<file path="src/pkg/ris_regs.svh">
// Constants of the real-time-clock two-wire slave interface
`ifndef RIS_REGS_SVH
`define RIS_REGS_SVH
// Fixed 7-bit bus address and direction bit encodings
`define RIS_SLAVE_ADDR 7'h32
`define RIS_DIR_READ 1'b1
`define RIS_DIR_WRITE 1'b0
// Register address width and reset value of the pointer
`define RIS_PTR_W 5
`define RIS_PTR_RST 5'h00
// Bits in one byte and value read back after a timeout clear
`define RIS_BYTE_BITS 4'h8
`define RIS_ALL_ONES 8'hff
// Transaction time limit and core clock rate
`define RIS_TIMEOUT_MS 950
`define RIS_CLK_KHZ 50000
`define RIS_TIMEOUT_CYC (`RIS_TIMEOUT_MS * `RIS_CLK_KHZ)
// Least bus-free time between stop and start, kept by the master
`define RIS_BUS_FREE_NS 1300
// Write stream buffer depth
`define RIS_FIFO_DEPTH 8
`endif

</file>
<file path="src/pkg/ris_pkg.sv">
// Types of the real-time-clock two-wire slave interface
package ris_pkg;
  typedef enum logic [2:0] {
    RIS_IDLE = 3'b000,
    RIS_ADDR = 3'b001,
    RIS_ADDR_ACK = 3'b010,
    RIS_RX = 3'b011,
    RIS_RX_ACK = 3'b100,
    RIS_TX = 3'b101,
    RIS_TX_ACK = 3'b110,
    RIS_IGNORE = 3'b111
  } ris_state_e;

  // One register write leaving the bus side
  typedef struct packed {
    logic [4:0] addr;
    logic [7:0] data;
  } ris_wr_s;

  // Synchronised bus line levels
  typedef struct packed {
    logic scl;
    logic sda;
  } ris_lines_s;
endpackage

</file>
<file path="src/rtl/ris_slave.sv">
// Two-wire bus slave of the real-time clock with write buffer
// Contract
// - Both lines released and high whenever no transfer is running.
// - Data falling while clock high is a start; device detects it.
// - Data rising while clock high is a stop; transaction ends.
// - Start before any stop is a repeated start, handled like start.
// - Stop accepted at any point while receiving; abort cleanly.
// - Transaction of 0.95 s or more clears interface; writes dropped.
// - Reads during or after timeout clear return all ones.
// - After timeout clear, only a new start resumes communication.
// - Data moves in 8-bit bytes, any number per transaction.
// - Register address advances by one after every byte transferred.
// - Auto-increment wraps 0Fh to 00h within the block.
// - Transmitter changes data while clock low; receiver samples high.
// - Data change with clock high is never taken as a data bit.
// - Receiver acknowledges each byte low; missing ack means failure. A data byte that finds the write buffer full gets no ack here.
// - After 8th falling edge transmitter releases, receiver pulls low.
// - Acknowledger releases data at falling edge of 9th bit.
// - Missing master ack ends read; device releases, waits for stop.
// - Respond and acknowledge only when received address matches.
// - Address 0110010 plus direction bit: 65h read, 64h write.
// - Both lines driven open-drain only, forming a wired AND.
// - First written byte sets register address, rest are data.
// - Read without address starts at previous address plus one.
// - Time values frozen from start, update applied after end.
`timescale 1ns/10ps
`include "ris_regs.svh"

module ris_fifo
  import ris_pkg::*;
#(
  parameter int WIDTH = 13,
  parameter int DEPTH = 8
)
(
  input wire logic core_clk,
  input wire logic reset_n,
  input wire logic in_valid,
  output logic in_ready,
  input wire logic [WIDTH-1:0] in_data,
  output logic out_valid,
  input wire logic out_ready,
  output logic [WIDTH-1:0] out_data
);
  localparam int AW = $clog2(DEPTH);
  logic [WIDTH-1:0] mem [DEPTH];
  logic [AW:0] wr_ptr_q;
  logic [AW:0] rd_ptr_q;
  logic full;
  logic empty;

  assign empty = wr_ptr_q == rd_ptr_q;
  assign full = (wr_ptr_q[AW] != rd_ptr_q[AW]) &&
    (wr_ptr_q[AW-1:0] == rd_ptr_q[AW-1:0]);
  assign in_ready = !full;
  assign out_valid = !empty;
  assign out_data = mem[rd_ptr_q[AW-1:0]];

  always_ff @(posedge core_clk)
  begin
    if (in_valid && !full)
    begin
      mem[wr_ptr_q[AW-1:0]] <= in_data;
    end
  end

  always_ff @(posedge core_clk)
  begin
    if (!reset_n)
    begin
      wr_ptr_q <= '0;
    end
    else if (in_valid && !full)
    begin
      wr_ptr_q <= wr_ptr_q + 1'b1;
    end
  end

  always_ff @(posedge core_clk)
  begin
    if (!reset_n)
    begin
      rd_ptr_q <= '0;
    end
    else if (out_ready && !empty)
    begin
      rd_ptr_q <= rd_ptr_q + 1'b1;
    end
  end
endmodule // ris_fifo

module ris_slave
  import ris_pkg::*;
#(
  parameter int TIMEOUT_CYC = `RIS_TIMEOUT_CYC
)
(
  input wire logic core_clk,
  input wire logic reset_n,
  input wire logic scl_i,
  output logic scl_o,
  output logic scl_oe,
  input wire logic sda_i,
  output logic sda_o,
  output logic sda_oe,
  output logic [4:0] rd_addr,
  input wire logic [7:0] rd_data,
  output logic wr_valid,
  input wire logic wr_ready,
  output ris_wr_s wr_item,
  output logic hold_time
);
  ris_lines_s meta_q;
  ris_lines_s sync_q;
  ris_lines_s prev_q;
  ris_state_e state_q;
  logic [3:0] cnt_q;
  logic [7:0] rx_sh_q;
  logic [7:0] tx_sh_q;
  logic [4:0] ptr_q;
  logic first_q;
  logic sda_oe_q;
  logic sda_o_q;
  logic scl_oe_q;
  logic scl_o_q;
  logic busy_q;
  logic to_q;
  logic [31:0] to_cnt_q;
  logic out_valid_q;
  ris_wr_s out_q;
  logic scl_rise;
  logic scl_fall;
  logic start_ev;
  logic stop_ev;
  logic timeout_ev;
  logic byte_done;
  logic push;
  logic ptr_inc;
  logic f_in_ready;
  logic f_out_valid;
  logic f_pop;
  ris_wr_s f_out;
  ris_wr_s push_item;

  // Next register address; each 16-entry block wraps on itself
  function automatic logic [4:0] ptr_next(input logic [4:0] p);
    ptr_next = {p[4], p[3:0] + 4'h1};
  endfunction

  // Two-stage synchroniser, then a third stage for edge finding
  always_ff @(posedge core_clk)
  begin
    if (!reset_n)
    begin
      meta_q <= '1;
      sync_q <= '1;
      prev_q <= '1;
    end
    else
    begin
      meta_q <= '{scl: scl_i, sda: sda_i};
      sync_q <= meta_q;
      prev_q <= sync_q;
    end
  end

  assign scl_rise = sync_q.scl && !prev_q.scl;
  assign scl_fall = !sync_q.scl && prev_q.scl;
  // Data edges with clock steady high are conditions, never bits
  assign start_ev = sync_q.scl && prev_q.scl &&
    prev_q.sda && !sync_q.sda;
  assign stop_ev = sync_q.scl && prev_q.scl &&
    !prev_q.sda && sync_q.sda;
  assign timeout_ev = busy_q && (to_cnt_q >= TIMEOUT_CYC - 1);
  assign byte_done = scl_fall && (cnt_q == `RIS_BYTE_BITS);
  assign push_item = '{addr: ptr_q, data: rx_sh_q};
  // Full buffer refuses the byte with a missing acknowledge
  assign push = (state_q == RIS_RX) && byte_done && !first_q &&
    f_in_ready && !to_q;
  assign ptr_inc = push || ((state_q == RIS_TX) && byte_done);
  assign f_pop = f_out_valid && (!out_valid_q || wr_ready);

  ris_fifo #(
    .WIDTH($bits(ris_wr_s)),
    .DEPTH(`RIS_FIFO_DEPTH)
  ) u_fifo (
    .core_clk(core_clk),
    .reset_n(reset_n),
    .in_valid(push),
    .in_ready(f_in_ready),
    .in_data(push_item),
    .out_valid(f_out_valid),
    .out_ready(f_pop),
    .out_data(f_out)
  );

  // Output stage keeps the write port on flip-flops
  always_ff @(posedge core_clk)
  begin
    if (!reset_n)
    begin
      out_valid_q <= 1'b0;
      out_q <= '0;
    end
    else if (f_pop)
    begin
      out_valid_q <= 1'b1;
      out_q <= f_out;
    end
    else if (wr_ready)
    begin
      out_valid_q <= 1'b0;
    end
  end

  // Transaction span: start to stop, repeated starts included
  always_ff @(posedge core_clk)
  begin
    if (!reset_n)
    begin
      busy_q <= 1'b0;
      to_cnt_q <= '0;
      to_q <= 1'b0;
    end
    else if (start_ev)
    begin
      busy_q <= 1'b1;
      to_q <= 1'b0;
      if (!busy_q)
      begin
        to_cnt_q <= '0;
      end
    end
    else if (stop_ev)
    begin
      busy_q <= 1'b0;
      to_cnt_q <= '0;
    end
    else if (timeout_ev)
    begin
      busy_q <= 1'b0;
      to_q <= 1'b1;
      to_cnt_q <= '0;
    end
    else if (busy_q)
    begin
      to_cnt_q <= to_cnt_q + 32'h1;
    end
  end

  // Clock line is never pulled; no stretching
  always_ff @(posedge core_clk)
  begin
    if (!reset_n)
    begin
      scl_oe_q <= 1'b0;
      scl_o_q <= 1'b0;
      sda_o_q <= 1'b0;
    end
    else
    begin
      scl_oe_q <= 1'b0;
      scl_o_q <= 1'b0;
      sda_o_q <= 1'b0;
    end
  end

  // Register address pointer survives between transactions
  always_ff @(posedge core_clk)
  begin
    if (!reset_n)
    begin
      ptr_q <= `RIS_PTR_RST;
    end
    else if ((state_q == RIS_RX) && byte_done && first_q)
    begin
      ptr_q <= rx_sh_q[4:0];
    end
    else if (ptr_inc)
    begin
      ptr_q <= ptr_next(ptr_q);
    end
  end

  // Receive shifter and bit counter, sampled while clock high
  always_ff @(posedge core_clk)
  begin
    if (!reset_n)
    begin
      rx_sh_q <= '0;
      cnt_q <= '0;
    end
    else if (start_ev || scl_fall && cnt_q == `RIS_BYTE_BITS)
    begin
      cnt_q <= '0;
    end
    // The ninth clock carries the acknowledge; counting it would end
    // every following byte one bit early
    else if (scl_rise && cnt_q != `RIS_BYTE_BITS &&
      state_q != RIS_ADDR_ACK && state_q != RIS_RX_ACK &&
      state_q != RIS_TX_ACK)
    begin
      rx_sh_q <= {rx_sh_q[6:0], sync_q.sda};
      cnt_q <= cnt_q + 4'h1;
    end
  end

  // Protocol sequencer and data line drive
  always_ff @(posedge core_clk)
  begin
    if (!reset_n)
    begin
      state_q <= RIS_IDLE;
      sda_oe_q <= 1'b0;
      tx_sh_q <= `RIS_ALL_ONES;
      first_q <= 1'b0;
    end
    else if (start_ev)
    begin
      state_q <= RIS_ADDR;
      sda_oe_q <= 1'b0;
    end
    else if (stop_ev || timeout_ev)
    begin
      // Released line reads as ones until the next start
      state_q <= RIS_IDLE;
      sda_oe_q <= 1'b0;
    end
    else
    begin
      unique case (state_q)
        RIS_IDLE, RIS_IGNORE:
        begin
          sda_oe_q <= 1'b0;
        end
        RIS_ADDR:
        begin
          if (byte_done)
          begin
            if (rx_sh_q[7:1] == `RIS_SLAVE_ADDR)
            begin
              state_q <= RIS_ADDR_ACK;
              sda_oe_q <= 1'b1;
              first_q <= (rx_sh_q[0] == `RIS_DIR_WRITE);
            end
            else
            begin
              state_q <= RIS_IGNORE;
            end
          end
        end
        RIS_ADDR_ACK:
        begin
          if (scl_fall)
          begin
            if (!first_q)
            begin
              // Pointer already holds the written address or previous access plus one
              state_q <= RIS_TX;
              tx_sh_q <= to_q ? `RIS_ALL_ONES : rd_data;
              sda_oe_q <= to_q ? 1'b0 : !rd_data[7];
            end
            else
            begin
              state_q <= RIS_RX;
              sda_oe_q <= 1'b0;
            end
          end
        end
        RIS_RX:
        begin
          if (byte_done)
          begin
            state_q <= RIS_RX_ACK;
            sda_oe_q <= first_q || push;
          end
        end
        RIS_RX_ACK:
        begin
          if (scl_fall)
          begin
            state_q <= RIS_RX;
            sda_oe_q <= 1'b0;
            first_q <= 1'b0;
          end
        end
        RIS_TX:
        begin
          if (byte_done)
          begin
            state_q <= RIS_TX_ACK;
            sda_oe_q <= 1'b0;
          end
          else if (scl_fall)
          begin
            tx_sh_q <= {tx_sh_q[6:0], 1'b1};
            sda_oe_q <= !tx_sh_q[6];
          end
        end
        RIS_TX_ACK:
        begin
          if (scl_rise && sync_q.sda)
          begin
            state_q <= RIS_IGNORE;
          end
          else if (scl_fall)
          begin
            state_q <= RIS_TX;
            tx_sh_q <= rd_data;
            sda_oe_q <= !rd_data[7];
          end
        end
      endcase
    end
  end

  assign scl_o = scl_o_q;
  assign scl_oe = scl_oe_q;
  assign sda_o = sda_o_q;
  assign sda_oe = sda_oe_q;
  assign rd_addr = ptr_q;
  assign wr_valid = out_valid_q;
  assign wr_item = out_q;
  assign hold_time = busy_q;
endmodule // ris_slave

</file>
<file path="config.mk">
export PLATFORM = sky130hd
export DESIGN_NAME = ris_slave
export DESIGN_NICKNAME = d
export VERILOG_FILES = /design/src/pkg/ris_pkg.sv /design/src/rtl/ris_slave.sv
export VERILOG_INCLUDE_DIRS = /design/src /design/src/pkg
export SDC_FILE = /design/constraint.sdc
export NUM_CORES = 1
export LEC_CHECK = 0
export ABC_AREA = 1
export BUFFER_PORTS_ARGS = -buffer_cell sky130_fd_sc_hd__buf_2
export CAP_MARGIN = 20
export CORE_MARGIN = 2
export CORE_UTILIZATION = 61
export DETAILED_ROUTE_END_ITERATION = 16
export GPL_TIMING_DRIVEN = 1
export PLACE_DENSITY = 0.83
export SLEW_MARGIN = 5
export SYNTH_ARGS = -nofsm -noshare
export SYNTH_HDL_FRONTEND = slang
export SYNTH_SLANG_ARGS = --single-unit
</file>
<file path="constraint.sdc">
create_clock -name core_clk -period 3.65 [get_ports core_clk]
set_input_delay 0.365 -clock core_clk [delete_from_list [all_inputs] [get_ports core_clk]]
set_output_delay 0.365 -clock core_clk [all_outputs]
set_load 0.01 [all_outputs]
</file>
* Word level (Yosys, flattened, before mapping)
Memory sizes are Yosys's and may differ from the RTL's. A register that Yosys moved wholly into a read port is not among the register bits. Index checks and enable logic that the tools add are counted.
Word-level totals: flip-flop bits (word level) 78, RAM bits 104, bits of input ports 13, output and inout port bits 24, word-level logic and storage cells 181, memories kept 1
Operators by class: $add $sub $neg 5, $lt $le $gt $ge 1, equality and inequality tests 36, mux-type cells 49, bitwise gates (word level) 6, reduce and logical (&&, ||, !) cells 62
Memory list:
- u_fifo.mem | depth 8, width 13, read ports 1, clocked after memory_dff 1, write ports 1, line ris_slave.sv:46 | logic [WIDTH-1:0] mem [DEPTH];
Operator list (count):
- $mux 32 | 5
- $mux 7 | 7
- $add 32x1->32 const B | 1
- $ge 32x26->1 const B | 1
- $mux 3 | 9
- $logic_and 1x1->1 | 24
- $ne 2x2->1 const B | 12
- $mux 1 | 22
- $pmux 7 s3 | 1
- $pmux 3 s6 | 1
- $add 4x1->4 const B | 4
- $ne 4x4->1 const B | 4
- $reduce_and 7->1 | 2
- $eq 3x3->1 const B | 4
- $logic_not 1->1 | 12
- $ne 3x3->1 const B | 4
- $reduce_and 9->1 | 1
- $ne 4x3->1 const B | 2
- $reduce_and 8->1 | 1
- $reduce_bool 8->1 | 1
- $eq 7x6->1 const B | 1
- $pmux 1 s7 | 1
- $eq 3x2->1 const B | 2
- $not 1->1 | 6
- other kinds (20) | 31

* Longest topological paths before layout
word-level depth 10, gate-level depth with buffers 15, depth with buffers taken out 14

* Cells and area by module
A second synthesis with hierarchy kept.
Second synthesis, totals: cell total of the unflattened synthesis 1007, area, all modules 8785.9 um^2
Modules (own cells, without submodules):
- ris_fifo | times used 1, cells each 420, area an instance 4704.5 um^2, seq. area each 3343.2 um^2
- ris_slave | times used 1, cells each 587, area an instance 4081.4 um^2, seq. area each 1661.6 um^2

* Worst setup path after synthesis
OpenSTA, ideal clock, no wires.
path kind register -> register, start point reg cnt_q[0], end point mem u_fifo.mem[1][0], enable pin, setup time 0.400 ns, arrival 2.152 ns, required time 3.250 ns, path slack 1.098 ns, stages on the path, launching flop included 11, buffers on the path 0, cell sequence dfxtp_1 > inv_1 > ha_1 > nand3_1 > nor2_2 > inv_2 > nor2_2 > nand2_2 > inv_2 > nand2_2 > nor3_1
On the way: word-level cells in the longest chain between the ends 9
RTL lines:
- start, declared | line ris_slave.sv:117 | logic [3:0] cnt_q;
- start signal, assigned | line ris_slave.sv:304 | cnt_q <= cnt_q + 4'h1;
- $eq 4x4->1 (no line)
- $logic_and 1x1->1 | line ris_slave.sv:175 | assign byte_done = scl_fall && (cnt_q == `RIS_BYTE_BITS);
- $logic_and 1x1->1 (3 in a row) | line ris_slave.sv:178 | assign push = (state_q == RIS_RX) && byte_done && !first_q &&
- $logic_and 1x1->1 | line ris_slave.sv:179 | f_in_ready && !to_q;
- $logic_and 1x1->1 | line ris_slave.sv:61 | if (in_valid && !full)
- $mux 1 | line ris_slave.sv:61
- $mux 1 (implied by the code) | line ris_slave.sv:63 | mem[wr_ptr_q[AW-1:0]] <= in_data;
- end, declared | line ris_slave.sv:46
Every way passes these cells.

* Worst setup path in the final report
start point reg cnt_q[0], end point mem u_fifo.mem[3][5], enable pin
Same word-level chain as after synthesis.

==> reports/metrics.yaml <==
hold_path:
  holdCritPathClass: "input port to flip-flop"
  hold_path_end: "meta_q[0]"
  hold_path.startpoint: "sda_i"
  holdPathStages: 2
layout:
  final_nets: 945
  drive_above_1_share_pct: 16.3
  multi_input_area_um2: 3180
  fill_cells: 994
  register_area_um2: 4940
  antenna_cells: 0
  area_delta_synth_final_pct: 9.77
global_route:
  gr-total-overflow: 0
  grt_pass1_vias: 5849
  track_usage_pct: 24.3
  antenna_found_initial: 0
  grt_max_degree: 57
  grt_pass1_wl_um: 28200
floorplanning:
  rows: 43
  die_area_um2: 15000
  num_io_pins: 37
  core_um2: 13800
  die_h_um: 123
  start_util_pct: 62.1
  fp.dieW_um: 123
power:
  p_leak_nw: 3.42
  ir_worst_vdd_mv: 0.327
  power_per_cell_area_nw_per_um2: 583
  finalPower_mw: 5.50
sta:
  setup_viol: 0
  max_freq_ghz: 0.381
  tns_ns: 0
  worst_pin_slew_ns: 1.07
  skew_ns: 0.00637
  maxSlewViolCount: 0
  hold_viol: 0
  fin_crit_sh_pct: 71.9
  rsz0062_at_grt: "no"
  fin_crit_ns: 2.63
  relSlewSlack_pct: 28.1
clocking:
  htree_levels: 4
  cts_hold_buffers: 0
  cts_tree: "built"
  root_buffer: "clkbuf_16"
  numCtsBuffers: 17
  cts_resized: 0
  clkSinkCount: 195
  clkTransAtPathRegs_ns: 0.07
  clock_latency_ns: 0.44
  post_cts_buffers: 0
  cts-root-to-sink-buffers: 2
synth:
  ys_ff_latch: 195
  ys_types: 46
  syn_inst: 906
  yosysWarnings: 0
  seq_area_frac_synth_pct: 57.6
  syn_avg_cell_area_um2: 9.47
  synth_area_um2: 8580
setup_path:
  cp.arrival_ns: 2.68
  reg2regPathDepth: 10
  crit_slowest_cell: "nor3_2"
  cp-start-kind: "flip-flop"
  cp.required_ns: 3.70
  crit_path_max_fanout: 13
  end_kind: "flip-flop"
  rr_endpoint: "u_fifo.mem[3][5]"
  worst-setup-path-type: "flip-flop to flip-flop"
  crit_family: "simple AND/OR/NAND/NOR gates"
  critical-path-max-stage-delay_ns: 0.83
  path_cells: "inv_1 > ha_1 > nand3_1 > nor2_2 > inv_2 > nor2_2 > nand2_2 > inv_2 > nand2_2 > nor3_2"
  r2r-start: "cnt_q[0]"
  crit_buf_inv: 3
  rrSetupSlack_ns: 1.02
route:
  viasPerCell: 5.68
  drtPass1Iterations: 5
  drtIter0Drc: 577
  ant_nets: 0
  avgRoutedWirePerCell_um: 15.5
  wl_um: 17300
  vias: 6351
  drc: 0
placement:
  portBuffers: 33
  gp_congestion: 0.940
  dp_hpwl_um: 11100
run:
  drv_cap: 0
run_status:
  outcome: "complete, no violations"
-- final cells by class --
type / count / share of cell area [%]
repair buffers: 40 / 2.31
inverters: 73 / 2.91
multi-input cells: 599 / 33.8
clock inverters: 14 / 1.59
well taps: 180 / 2.39
flip-flops and latches: 195 / 52.5
clock buffers: 18 / 4.56
-- power breakdown --
group | total (mW) | switching [mW] | internal, mW
Clock | 1.84 | 0.819 | 1.02
Sequential | 2.49 | 0.0823 | 2.41
Combinational | 1.17 | 0.781 | 0.384
Total | 5.50 | 1.68 | 3.81
-- per-layer routing --
layer | vias up | track usage, % | part of all wire (%)
li1 | 3124 | - | -
met5 | - | 0 | 0
met3 | 33 | 4.69 | 5.8
met2 | 237 | 40.7 | 50
met1 | 2957 | 31.4 | 43
met4 | 0 | 9.20 | 2.0
-- cell usage in the layout, fill, tap and decap left out, types with 6 or more instances in the layout --
cell,netlist,layout
nor2_1,145,145
nand2_1,132,132
edfxtp_1,104,104
dfxtp_1,91,91
o21ai_0,75,75
inv_1,55,55
nand3_1,33,33
buf_2,9,33
a21oi_1,27,27
o32ai_1,26,26
nor2_2,23,23
xor2_1,20,20
nand4_1,20,20
inv_2,17,17
a31oi_1,17,17
clkbuf_16,0,17
nor3_1,17,11
nor3_2,4,10
nand2_2,9,9
buf_4,4,7
xnor2_1,6,6
ha_1,6,6
inv_6,0,6
-- sequential cells by signal (all words and copies together) (netlist names), 5 cells and up --
register    cells
u_fifo.mem    104
to_cnt_q       32
rd_addr         5
wr_item        13
tx_sh_q         7
rx_sh_q         8
-- Yosys cell counts, drive strengths merged --
cell type | instances | area (µm²)
o2111ai | 1 | 8.76
ha | 6 | 75.1
or2 | 5 | 31.3
dfxtp | 91 | 1820
clkinv | 1 | 3.75
o211ai | 1 | 7.51
a31oi | 17 | 106
nand3 | 39 | 233
o21ai | 83 | 434
nand3b | 1 | 7.51
a211oi | 1 | 7.51
o22ai | 1 | 6.26
edfxtp | 104 | 3120
nand4 | 21 | 138
a21oi | 27 | 135
xnor2 | 6 | 52.6
nor2 | 171 | 722
nor3 | 22 | 141
inv | 72 | 270
xor2 | 20 | 175
nand2 | 146 | 617
o32ai | 26 | 228
buf | 17 | 130
and2 | 1 | 6.26
clkbuf | 24 | 91.3
conb | 1 | 3.75
o21a | 1 | 7.51
-- per-stage QoR --
| step | std cells | setup WS (ns) | hold WS, ns | utilization [%] | area, µm² |
|---|---|---|---|---|---|
| final | 1119 | 1.02 | 0.111 | 68.1 | 9420 |
| after global placement | 1087 | 1.16 | 0.394 | 63.9 | 8840 |
| after CTS | 1119 | 1.01 | 0.101 | 68.1 | 9420 |
| after floorplan | 908 | 1.10 | 0.393 | - | 8590 |
| after detailed placement | 1087 | 1.04 | 0.401 | 63.9 | 8840 |
| after global routing | 1119 | 0.776 | 0.107 | 68.1 | 9420 |
-- cell families after synthesis --
group | synth area share [%]
AND/OR/NAND/NOR | 22.1
adder cells (fa/ha/maj) | 0.875
buffers and inverters | 5.77
flip-flops | 57.6
XOR/XNOR | 2.65
AO/OA/AOI/OAI | 11.0
other | 0.0437
-- worst max path at each step --
stage	endpoint	depth (start not counted)	from	slack, ns
6_report	u_fifo.mem[3][5]	10	cnt_q[0]	1.02
5_1_grt	u_fifo.mem[4][3]	10	cnt_q[0]	0.78
2_1_floorplan	u_fifo.mem[1][0]	10	cnt_q[0]	1.10
3_5_place_dp	u_fifo.mem[4][6]	10	cnt_q[0]	1.04
3_3_place_gp	u_fifo.mem[3][5]	10	cnt_q[0]	1.16
4_1_cts	u_fifo.mem[3][3]	10	cnt_q[0]	1.01
Power figures use the tool's default switching activity.
